==> config.mk <==
export PLATFORM = sky130hd
export DESIGN_NAME = ext_mem_bus_timing
export DESIGN_NICKNAME = d
export VERILOG_FILES = /design/src/shared/ext_mem_pkg.sv /design/src/logic/ext_mem_bus_timing.sv
export SDC_FILE = /design/constraint.sdc
export NUM_CORES = 1
export LEC_CHECK = 0
export ABC_CLOCK_PERIOD_IN_PS = 4800
export BUFFER_PORTS_ARGS = -buffer_cell sky130_fd_sc_hd__buf_4
export CAP_MARGIN = 10
export CORE_UTILIZATION = 53
export DETAILED_ROUTE_END_ITERATION = 10
export HOLD_SLACK_MARGIN = 0.08
export PLACE_DENSITY = 0.8
export SYNTH_ARGS = -nofsm -noshare
export SYNTH_HDL_FRONTEND = slang
export SYNTH_SLANG_ARGS = --single-unit
==> constraint.sdc <==
create_clock -name core_clk -period 4.8 [get_ports core_clk]
set_clock_uncertainty 0.15 [all_clocks]
set_input_delay 0.96 -clock core_clk [delete_from_list [all_inputs] [get_ports core_clk]]
set_output_delay 0.96 -clock core_clk [all_outputs]
set_load 0.1 [all_outputs]
==> src/shared/ext_mem_pkg.sv <==
// package: register map, field layout and enumerations of the external memory bus timing block
package ext_mem_pkg;

  // ****************************************
  // register map
  // ****************************************
  localparam logic [7:0] TIMING_ADDR  = 8'h84;  // ext_bus_timing_control, every page
  localparam logic [7:0] TIMING_RESET = 8'hff;  // slowest timing after reset

  // ****************************************
  // timing register fields
  // ****************************************
  localparam int SETUP_HI  = 7;  // addr_setup_cycles msb
  localparam int SETUP_LO  = 6;  // addr_setup_cycles lsb
  localparam int STROBE_HI = 5;  // strobe_width_code msb
  localparam int STROBE_LO = 2;  // strobe_width_code lsb
  localparam int HOLD_HI   = 1;  // addr_hold_cycles msb
  localparam int HOLD_LO   = 0;  // addr_hold_cycles lsb

  // ****************************************
  // configuration codes (mux_select_bit and memory mode)
  // ****************************************
  localparam logic [2:0] CFG_MUX_NOBANK_A   = 3'h1;  // multiplexed, no bank select
  localparam logic [2:0] CFG_MUX_BANK       = 3'h2;  // multiplexed, bank select
  localparam logic [2:0] CFG_MUX_NOBANK_B   = 3'h3;  // multiplexed, no bank select
  localparam logic [2:0] CFG_NONMUX_NOBANK_A = 3'h5; // non-multiplexed, no bank select
  localparam logic [2:0] CFG_NONMUX_BANK    = 3'h6;  // non-multiplexed, bank select
  localparam logic [2:0] CFG_NONMUX_NOBANK_B = 3'h7; // non-multiplexed, no bank select
  localparam int         CFG_MUX_BIT        = 2;     // mux_select_bit position, 0 = multiplexed

  // fixed overhead cycles per off-chip move
  localparam logic [3:0] FIXED_OVERHEAD = 4'h4;

  // sequencer states
  typedef enum logic [2:0] {
    ST_IDLE, ST_LATCH_HI, ST_LATCH_LO, ST_SETUP, ST_STROBE, ST_HOLD, ST_TAIL
  } seq_state_t;

  // one external move request from the core
  typedef struct packed {
    logic        isWrite;   // 1 = write, 0 = read
    logic        wide;      // 1 = 16-bit pointer move, 0 = 8-bit pointer move
    logic [15:0] widePtr;   // wide_data_pointer
    logic [7:0]  lowPtr;    // indirect_pointer_zero or _one, as chosen by the core
    logic [7:0]  pageByte;  // upper_page_byte
    logic [7:0]  wrData;    // write data
  } move_req_t;

  // pins facing the external memory
  typedef struct packed {
    logic [7:0] addrHi;     // upper address lines
    logic       addrHiOe;   // upper address lines driven
    logic [7:0] addrLo;     // lower address lines (non-multiplexed)
    logic       addrLoOe;   // lower address lines driven
    logic [7:0] dataOut;    // data / multiplexed address-data out
    logic       dataOe;     // data lines driven
    logic       latchEn;    // address latch strobe, high = transparent
    logic       rdStrobeN;  // read strobe, active low
    logic       wrStrobeN;  // write strobe, active low
  } mem_pins_t;

endpackage

==> src/logic/ext_mem_bus_timing.sv <==
// external data memory bus timing sequencer
`timescale 1ns/1ps
`default_nettype none

module ext_mem_bus_timing
  import ext_mem_pkg::*;
(
  input  wire logic      core_clk,     // system clock
  input  wire logic      rst,          // async reset, active high
  input  wire logic [7:0] sfrAddr,     // register address from the core
  input  wire logic      sfrWrite,     // register write strobe
  input  wire logic [7:0] sfrWdata,    // register write data
  output logic     [7:0] sfrRdata,     // register read data
  input  wire logic [2:0] extBusConfig, // ext_bus_config mode/mux value
  input  wire logic [1:0] latchPulseWidthCode, // latch_pulse_width_code
  input  wire logic      moveStart,    // external_move_instr start pulse
  input  wire move_req_t moveReq,      // move request fields
  output logic           moveBusy,     // sequencer active
  output logic           moveDone,     // one-cycle pulse when move ends
  input  wire logic [7:0] rdDataIn,    // data lines in
  output logic     [7:0] rdData,       // captured read data
  output mem_pins_t      memPins       // external memory pins
);

  // ****************************************
  // timing register
  // ****************************************
  logic [7:0] timingReg;              // ext_bus_timing_control
  seq_state_t stateReg;               // sequencer state
  logic [3:0] cntReg;                 // phase cycle counter
  move_req_t  reqReg;                 // latched request
  logic [2:0] cfgReg;                 // configuration latched at start
  logic [1:0] aleReg;                 // latch width latched at start
  logic [7:0] timReg;                 // timing latched at start

  // register write, reachable regardless of page
  always_ff @(posedge core_clk or posedge rst) begin
    if (rst) begin
      timingReg <= TIMING_RESET;
    end else if (sfrWrite && sfrAddr == TIMING_ADDR) begin
      timingReg <= sfrWdata;
    end
  end

  // register read, unmapped addresses read zero
  always_ff @(posedge core_clk or posedge rst) begin
    if (rst) begin
      sfrRdata <= 8'h00;
    end else begin
      sfrRdata <= (sfrAddr == TIMING_ADDR) ? timingReg : 8'h00;
    end
  end

  // ****************************************
  // decode helpers
  // ****************************************
  // multiplexed when mux_select_bit is clear
  function automatic logic isMuxed(input logic [2:0] cfg);
    return !cfg[CFG_MUX_BIT];
  endfunction

  // bank select drives upper lines from page byte on 8-bit moves
  function automatic logic hasBank(input logic [2:0] cfg);
    return (cfg == CFG_MUX_BANK) || (cfg == CFG_NONMUX_BANK);
  endfunction

  logic       muxed;                  // current move multiplexed
  logic [15:0] effAddr;               // effective address
  logic       upperDriven;            // upper address lines driven
  logic       cfgValid;               // start accepted for off-chip config
  assign muxed    = isMuxed(cfgReg);
  assign cfgValid = (extBusConfig == CFG_MUX_NOBANK_A) || (extBusConfig == CFG_MUX_BANK)
                 || (extBusConfig == CFG_MUX_NOBANK_B) || (extBusConfig == CFG_NONMUX_NOBANK_A)
                 || (extBusConfig == CFG_NONMUX_BANK) || (extBusConfig == CFG_NONMUX_NOBANK_B);

  // address source per move width and bank mode
  always_comb begin
    if (reqReg.wide) begin
      effAddr     = reqReg.widePtr;
      upperDriven = 1'b1;
    end else if (hasBank(cfgReg)) begin
      effAddr     = {reqReg.pageByte, reqReg.lowPtr};
      upperDriven = 1'b1;
    end else begin
      effAddr     = {8'h00, reqReg.lowPtr};
      upperDriven = 1'b0;
    end
  end

  // ****************************************
  // sequencer
  // ****************************************
  // latch phases, setup, strobe, hold, fixed tail; total = 5 + setup + strobe + hold codes, plus 2*(latch code + 1) when multiplexed
  always_ff @(posedge core_clk or posedge rst) begin
    if (rst) begin
      stateReg <= ST_IDLE;
      cntReg   <= 4'h0;
      reqReg   <= '0;
      cfgReg   <= 3'h0;
      aleReg   <= 2'h0;
      timReg   <= TIMING_RESET;
    end else begin
      case (stateReg)
        ST_IDLE: begin
          if (moveStart && cfgValid) begin
            reqReg <= moveReq;
            cfgReg <= extBusConfig;
            aleReg <= latchPulseWidthCode;
            timReg <= timingReg;
            cntReg <= 4'h0;
            stateReg <= isMuxed(extBusConfig) ? ST_LATCH_HI : ST_SETUP;
          end
        end
        ST_LATCH_HI: begin            // latch strobe high phase
          if (cntReg == {2'b00, aleReg}) begin
            cntReg   <= 4'h0;
            stateReg <= ST_LATCH_LO;
          end else begin
            cntReg <= cntReg + 4'h1;
          end
        end
        ST_LATCH_LO: begin            // latch strobe low phase
          if (cntReg == {2'b00, aleReg}) begin
            cntReg   <= 4'h0;
            stateReg <= ST_SETUP;
          end else begin
            cntReg <= cntReg + 4'h1;
          end
        end
        ST_SETUP: begin               // setup: one to four cycles
          if (cntReg == {2'b00, timReg[SETUP_HI:SETUP_LO]}) begin
            cntReg   <= 4'h0;
            stateReg <= ST_STROBE;
          end else begin
            cntReg <= cntReg + 4'h1;
          end
        end
        ST_STROBE: begin              // strobe: code plus one cycles
          if (cntReg == timReg[STROBE_HI:STROBE_LO]) begin
            cntReg   <= 4'h0;
            stateReg <= ST_HOLD;
          end else begin
            cntReg <= cntReg + 4'h1;
          end
        end
        ST_HOLD: begin                // hold: one to four cycles
          if (cntReg == {2'b00, timReg[HOLD_HI:HOLD_LO]}) begin
            cntReg   <= 4'h0;
            stateReg <= ST_TAIL;
          end else begin
            cntReg <= cntReg + 4'h1;
          end
        end
        ST_TAIL: begin                // remaining fixed overhead cycles, same length in both bus modes
          if (cntReg == FIXED_OVERHEAD - 4'h3) begin
            cntReg   <= 4'h0;
            stateReg <= ST_IDLE;
          end else begin
            cntReg <= cntReg + 4'h1;
          end
        end
        default: begin
          stateReg <= ST_IDLE;
        end
      endcase
    end
  end

  // ****************************************
  // pin drive
  // ****************************************
  logic inStrobe;                     // strobe phase active
  logic inCycle;                      // address/data phases of a move
  assign inStrobe = (stateReg == ST_STROBE);
  assign inCycle  = (stateReg == ST_SETUP) || inStrobe || (stateReg == ST_HOLD);

  // registered pins; address and data stable from setup through hold
  always_ff @(posedge core_clk or posedge rst) begin
    if (rst) begin
      memPins <= '{addrHi: 8'h00, addrHiOe: 1'b0, addrLo: 8'h00, addrLoOe: 1'b0,
                   dataOut: 8'h00, dataOe: 1'b0, latchEn: 1'b0,
                   rdStrobeN: 1'b1, wrStrobeN: 1'b1};
    end else begin
      memPins.addrHi    <= effAddr[15:8];
      memPins.addrHiOe  <= (stateReg != ST_IDLE) && (stateReg != ST_TAIL) && upperDriven;
      memPins.addrLo    <= effAddr[7:0];
      memPins.addrLoOe  <= inCycle && !muxed;
      memPins.latchEn   <= (stateReg == ST_LATCH_HI);
      // muxed: low address during latch, then data; non-muxed: data only on writes
      if (stateReg == ST_LATCH_HI || stateReg == ST_LATCH_LO) begin
        memPins.dataOut <= effAddr[7:0];
        memPins.dataOe  <= 1'b1;
      end else begin
        memPins.dataOut <= reqReg.wrData;
        memPins.dataOe  <= inCycle && reqReg.isWrite;
      end
      memPins.rdStrobeN <= !(inStrobe && !reqReg.isWrite);
      memPins.wrStrobeN <= !(inStrobe && reqReg.isWrite);
    end
  end

  // read data sampled on the last strobe cycle
  always_ff @(posedge core_clk or posedge rst) begin
    if (rst) begin
      rdData <= 8'h00;
    end else if (stateReg == ST_HOLD && cntReg == 4'h0 && !reqReg.isWrite) begin
      rdData <= rdDataIn;
    end
  end

  // status toward the core
  assign moveBusy = (stateReg != ST_IDLE);
  assign moveDone = (stateReg == ST_TAIL)
                 && (cntReg == FIXED_OVERHEAD - 4'h3);

endmodule

`default_nettype wire

==> reports/qor.txt <==
die area = 0.009462 mm²
Routed met2 length = 4817 µm
placer congestion estimate = 0.8058
Die Span Y = 97.28 µm
top sig layer = met4
wl on met1 = 3959 µm
fraction of registers with async set/reset = 100.0%
ANT nets after route = 0
# diodes = 0
number of buffers created by CTS = 17
synth warn = 0
Syn Area/Cell = 14.80 µm²
Max Fclk = 0.3305 GHz
die width = 97.28 µm
critical path class = reg2out
synth unique cells = 46
initial antenna violation count = 0
most common cell after layout, fill and taps aside = buf_4
Rows = 34
Top FF cell, synth = dfrtp_1
hold_buf cts = 0
I/O pin count = 123
synthesized cell area = 0.004811 mm²
Detail Placement HPWL = 6220 µm
Worst Hold Class = reg2reg
RSZ-0062 raised after global routing = no
Clock Pin Slew Worst Setup and Hold Paths = 50 ps
met3 WL post-DR = 530 µm
status = complete, no violations
vias per cell = 5.237
first-pass GRT wire length = 15770 µm
detailed-route wire length per cell = 16.41 µm
Startpoint Class = flop
routed wire length = 9433 µm
core area = 0.008763 mm²
Port-buffer cells = 122
CTS Sinks = 116
nets = 532
maximum root-to-sink buffer count = 2
Total Routing Usage GR = 21.52%
Area Overhead vs Synth = 32.15%
most frequent cells in the layout = buf_4 (125), dfrtp_1 (98), mux2_2 (66)
number of synthesized flops with an enable pin = 0
Fillers = 597
final setup fails = 0
final core utilization = 72.54%
Worst Path Required = 3690 ps
Slew headroom = 37.81%
setup bufs post-CTS = 0
Slew Viols, Final = 0
Multi-input gate area = 0.001728 mm²
sequential fraction of the synthesis area = 60.81%
nature of the critical path endpoint = output port
CP arrival = 1920 ps
sum of buffers and inverters on the critical path = 2
final hold slack = 315.6 ps
Clock Tree Root = clkbuf_8
Clock Latency Late Sink = 510 ps
largest net degree at the start of global routing = 79
Setup Total Neg Slack = 0 ps
Syn Inst Count = 325
Max Cap Violations = 0
initial core utilization = 54.90%
Sequential Area = 0.002925 mm²
Tmin final = 3026 ps
slowest cell on the critical path = dfrtp_1
first-pass iteration count of the detailed router = 4
TritonCTS clock tree = built
Least-Margin Pin Slew = 930.6 ps
CP Max Fanout = 8
Synth Net Count = 403
Yosys reg bits = 116
Post-CTS Resized = 0
share of cells above drive strength 1 = 53.75%
DR iter-0 viols = 86
grt total ovfl = 0
Fin. Hold Viols = 0
Cell Chain, Critical Path = inv_1 -> ha_1 -> nand2_1 -> nor3_1 -> buf_4
# DRC = 0
Largest stage delay, worst path = 540 ps
cell family with most CP delay = flip-flops
vias in the first global route = 3210
Final period util = 63.04%
H-tree depth = 4
vias after detailed routing = 3011
final timing paths:
kind | end | start | slack (ps) | cells after the start
max | moveDone | cntReg[1] | 1770 | 5
min reg2reg | memPins[0] | reqReg[41] | 320 | 1
max reg2reg | reqReg[7] | stateReg[0] | 1800 | 4
min | memPins[0] | reqReg[41] | 320 | 1
min in group asynchronous | sfrRdata[6] | rst | 520 | 2
max in group asynchronous | memPins[1] | rst | 3130 | 3
state kept, by name, indices dropped and copies added, names as in the netlist:
name	count
cntReg	4
memPins	30
timingReg	8
stateReg	3
rdData	8
cfgReg	3
reqReg	42
timReg	8
aleReg	2
sfrRdata	8
Yosys cell counts (2+ instances only):
library cell	number	area [µm²]
dfrtp_1	98	2452
mux2_2	66	743.2
mux2_1	20	225.2
dfstp_2	18	473.0
nor2_1	16	60.06
xnor2_1	10	87.58
and2_1	9	56.30
mux2i_1	9	90.09
buf_6	8	90.09
nand2_1	7	26.28
inv_1	5	18.77
nand3_1	4	20.02
a21oi_1	3	15.01
a31oi_1	3	18.77
buf_2	3	15.01
ha_1	3	37.54
nand2b_1	3	18.77
nor2_2	3	18.77
nor3_1	3	15.01
o21ai_0	3	15.01
a221o_1	2	20.02
clkbuf_8	2	27.53
nand4_1	2	12.51
nor2b_1	2	12.51
o21a_1	2	15.01
cells by family after synthesis:
family	count (synthesis)	share of synthesized area, %
simple gates	57	6.268
xor+xnor	11	2.393
fa+ha+maj	3	0.7803
buf+inv	20	3.381
compound gates	23	4.369
mux	95	22.00
flops	116	60.81
per-layer routing:
| metal | vias to the layer above | global-route usage, % |
|---|---|---|
| met5 | - | 0 |
| met4 | 0 | 7.127 |
| met3 | 14 | 6.763 |
| met2 | 110 | 35.27 |
| met1 | 1488 | 27.29 |
| li1 | 1399 | - |
layout make-up:
cell class              count  share of cell area (%)
clock buffers              22                   7.125
clock inverters            10                   2.460
inverters                   5                  0.3346
multi-input cells         189                   27.18
flip-flops and latches    116                   46.01
well taps                 108                   2.126
repair buffers            125                   14.76
per-stage QoR:
stage	worst slack, ps	instance area [µm²]	instances
floorplan	647.4	4811	325
global placement	1737	5748	543
global route	1615	6357	575
detailed placement	1636	5748	543
finish	1774	6357	575
CTS	1740	6357	575
Power is not shown: default switching activity piles up to over one toggle a cycle in this logic, so the estimate is an artifact.
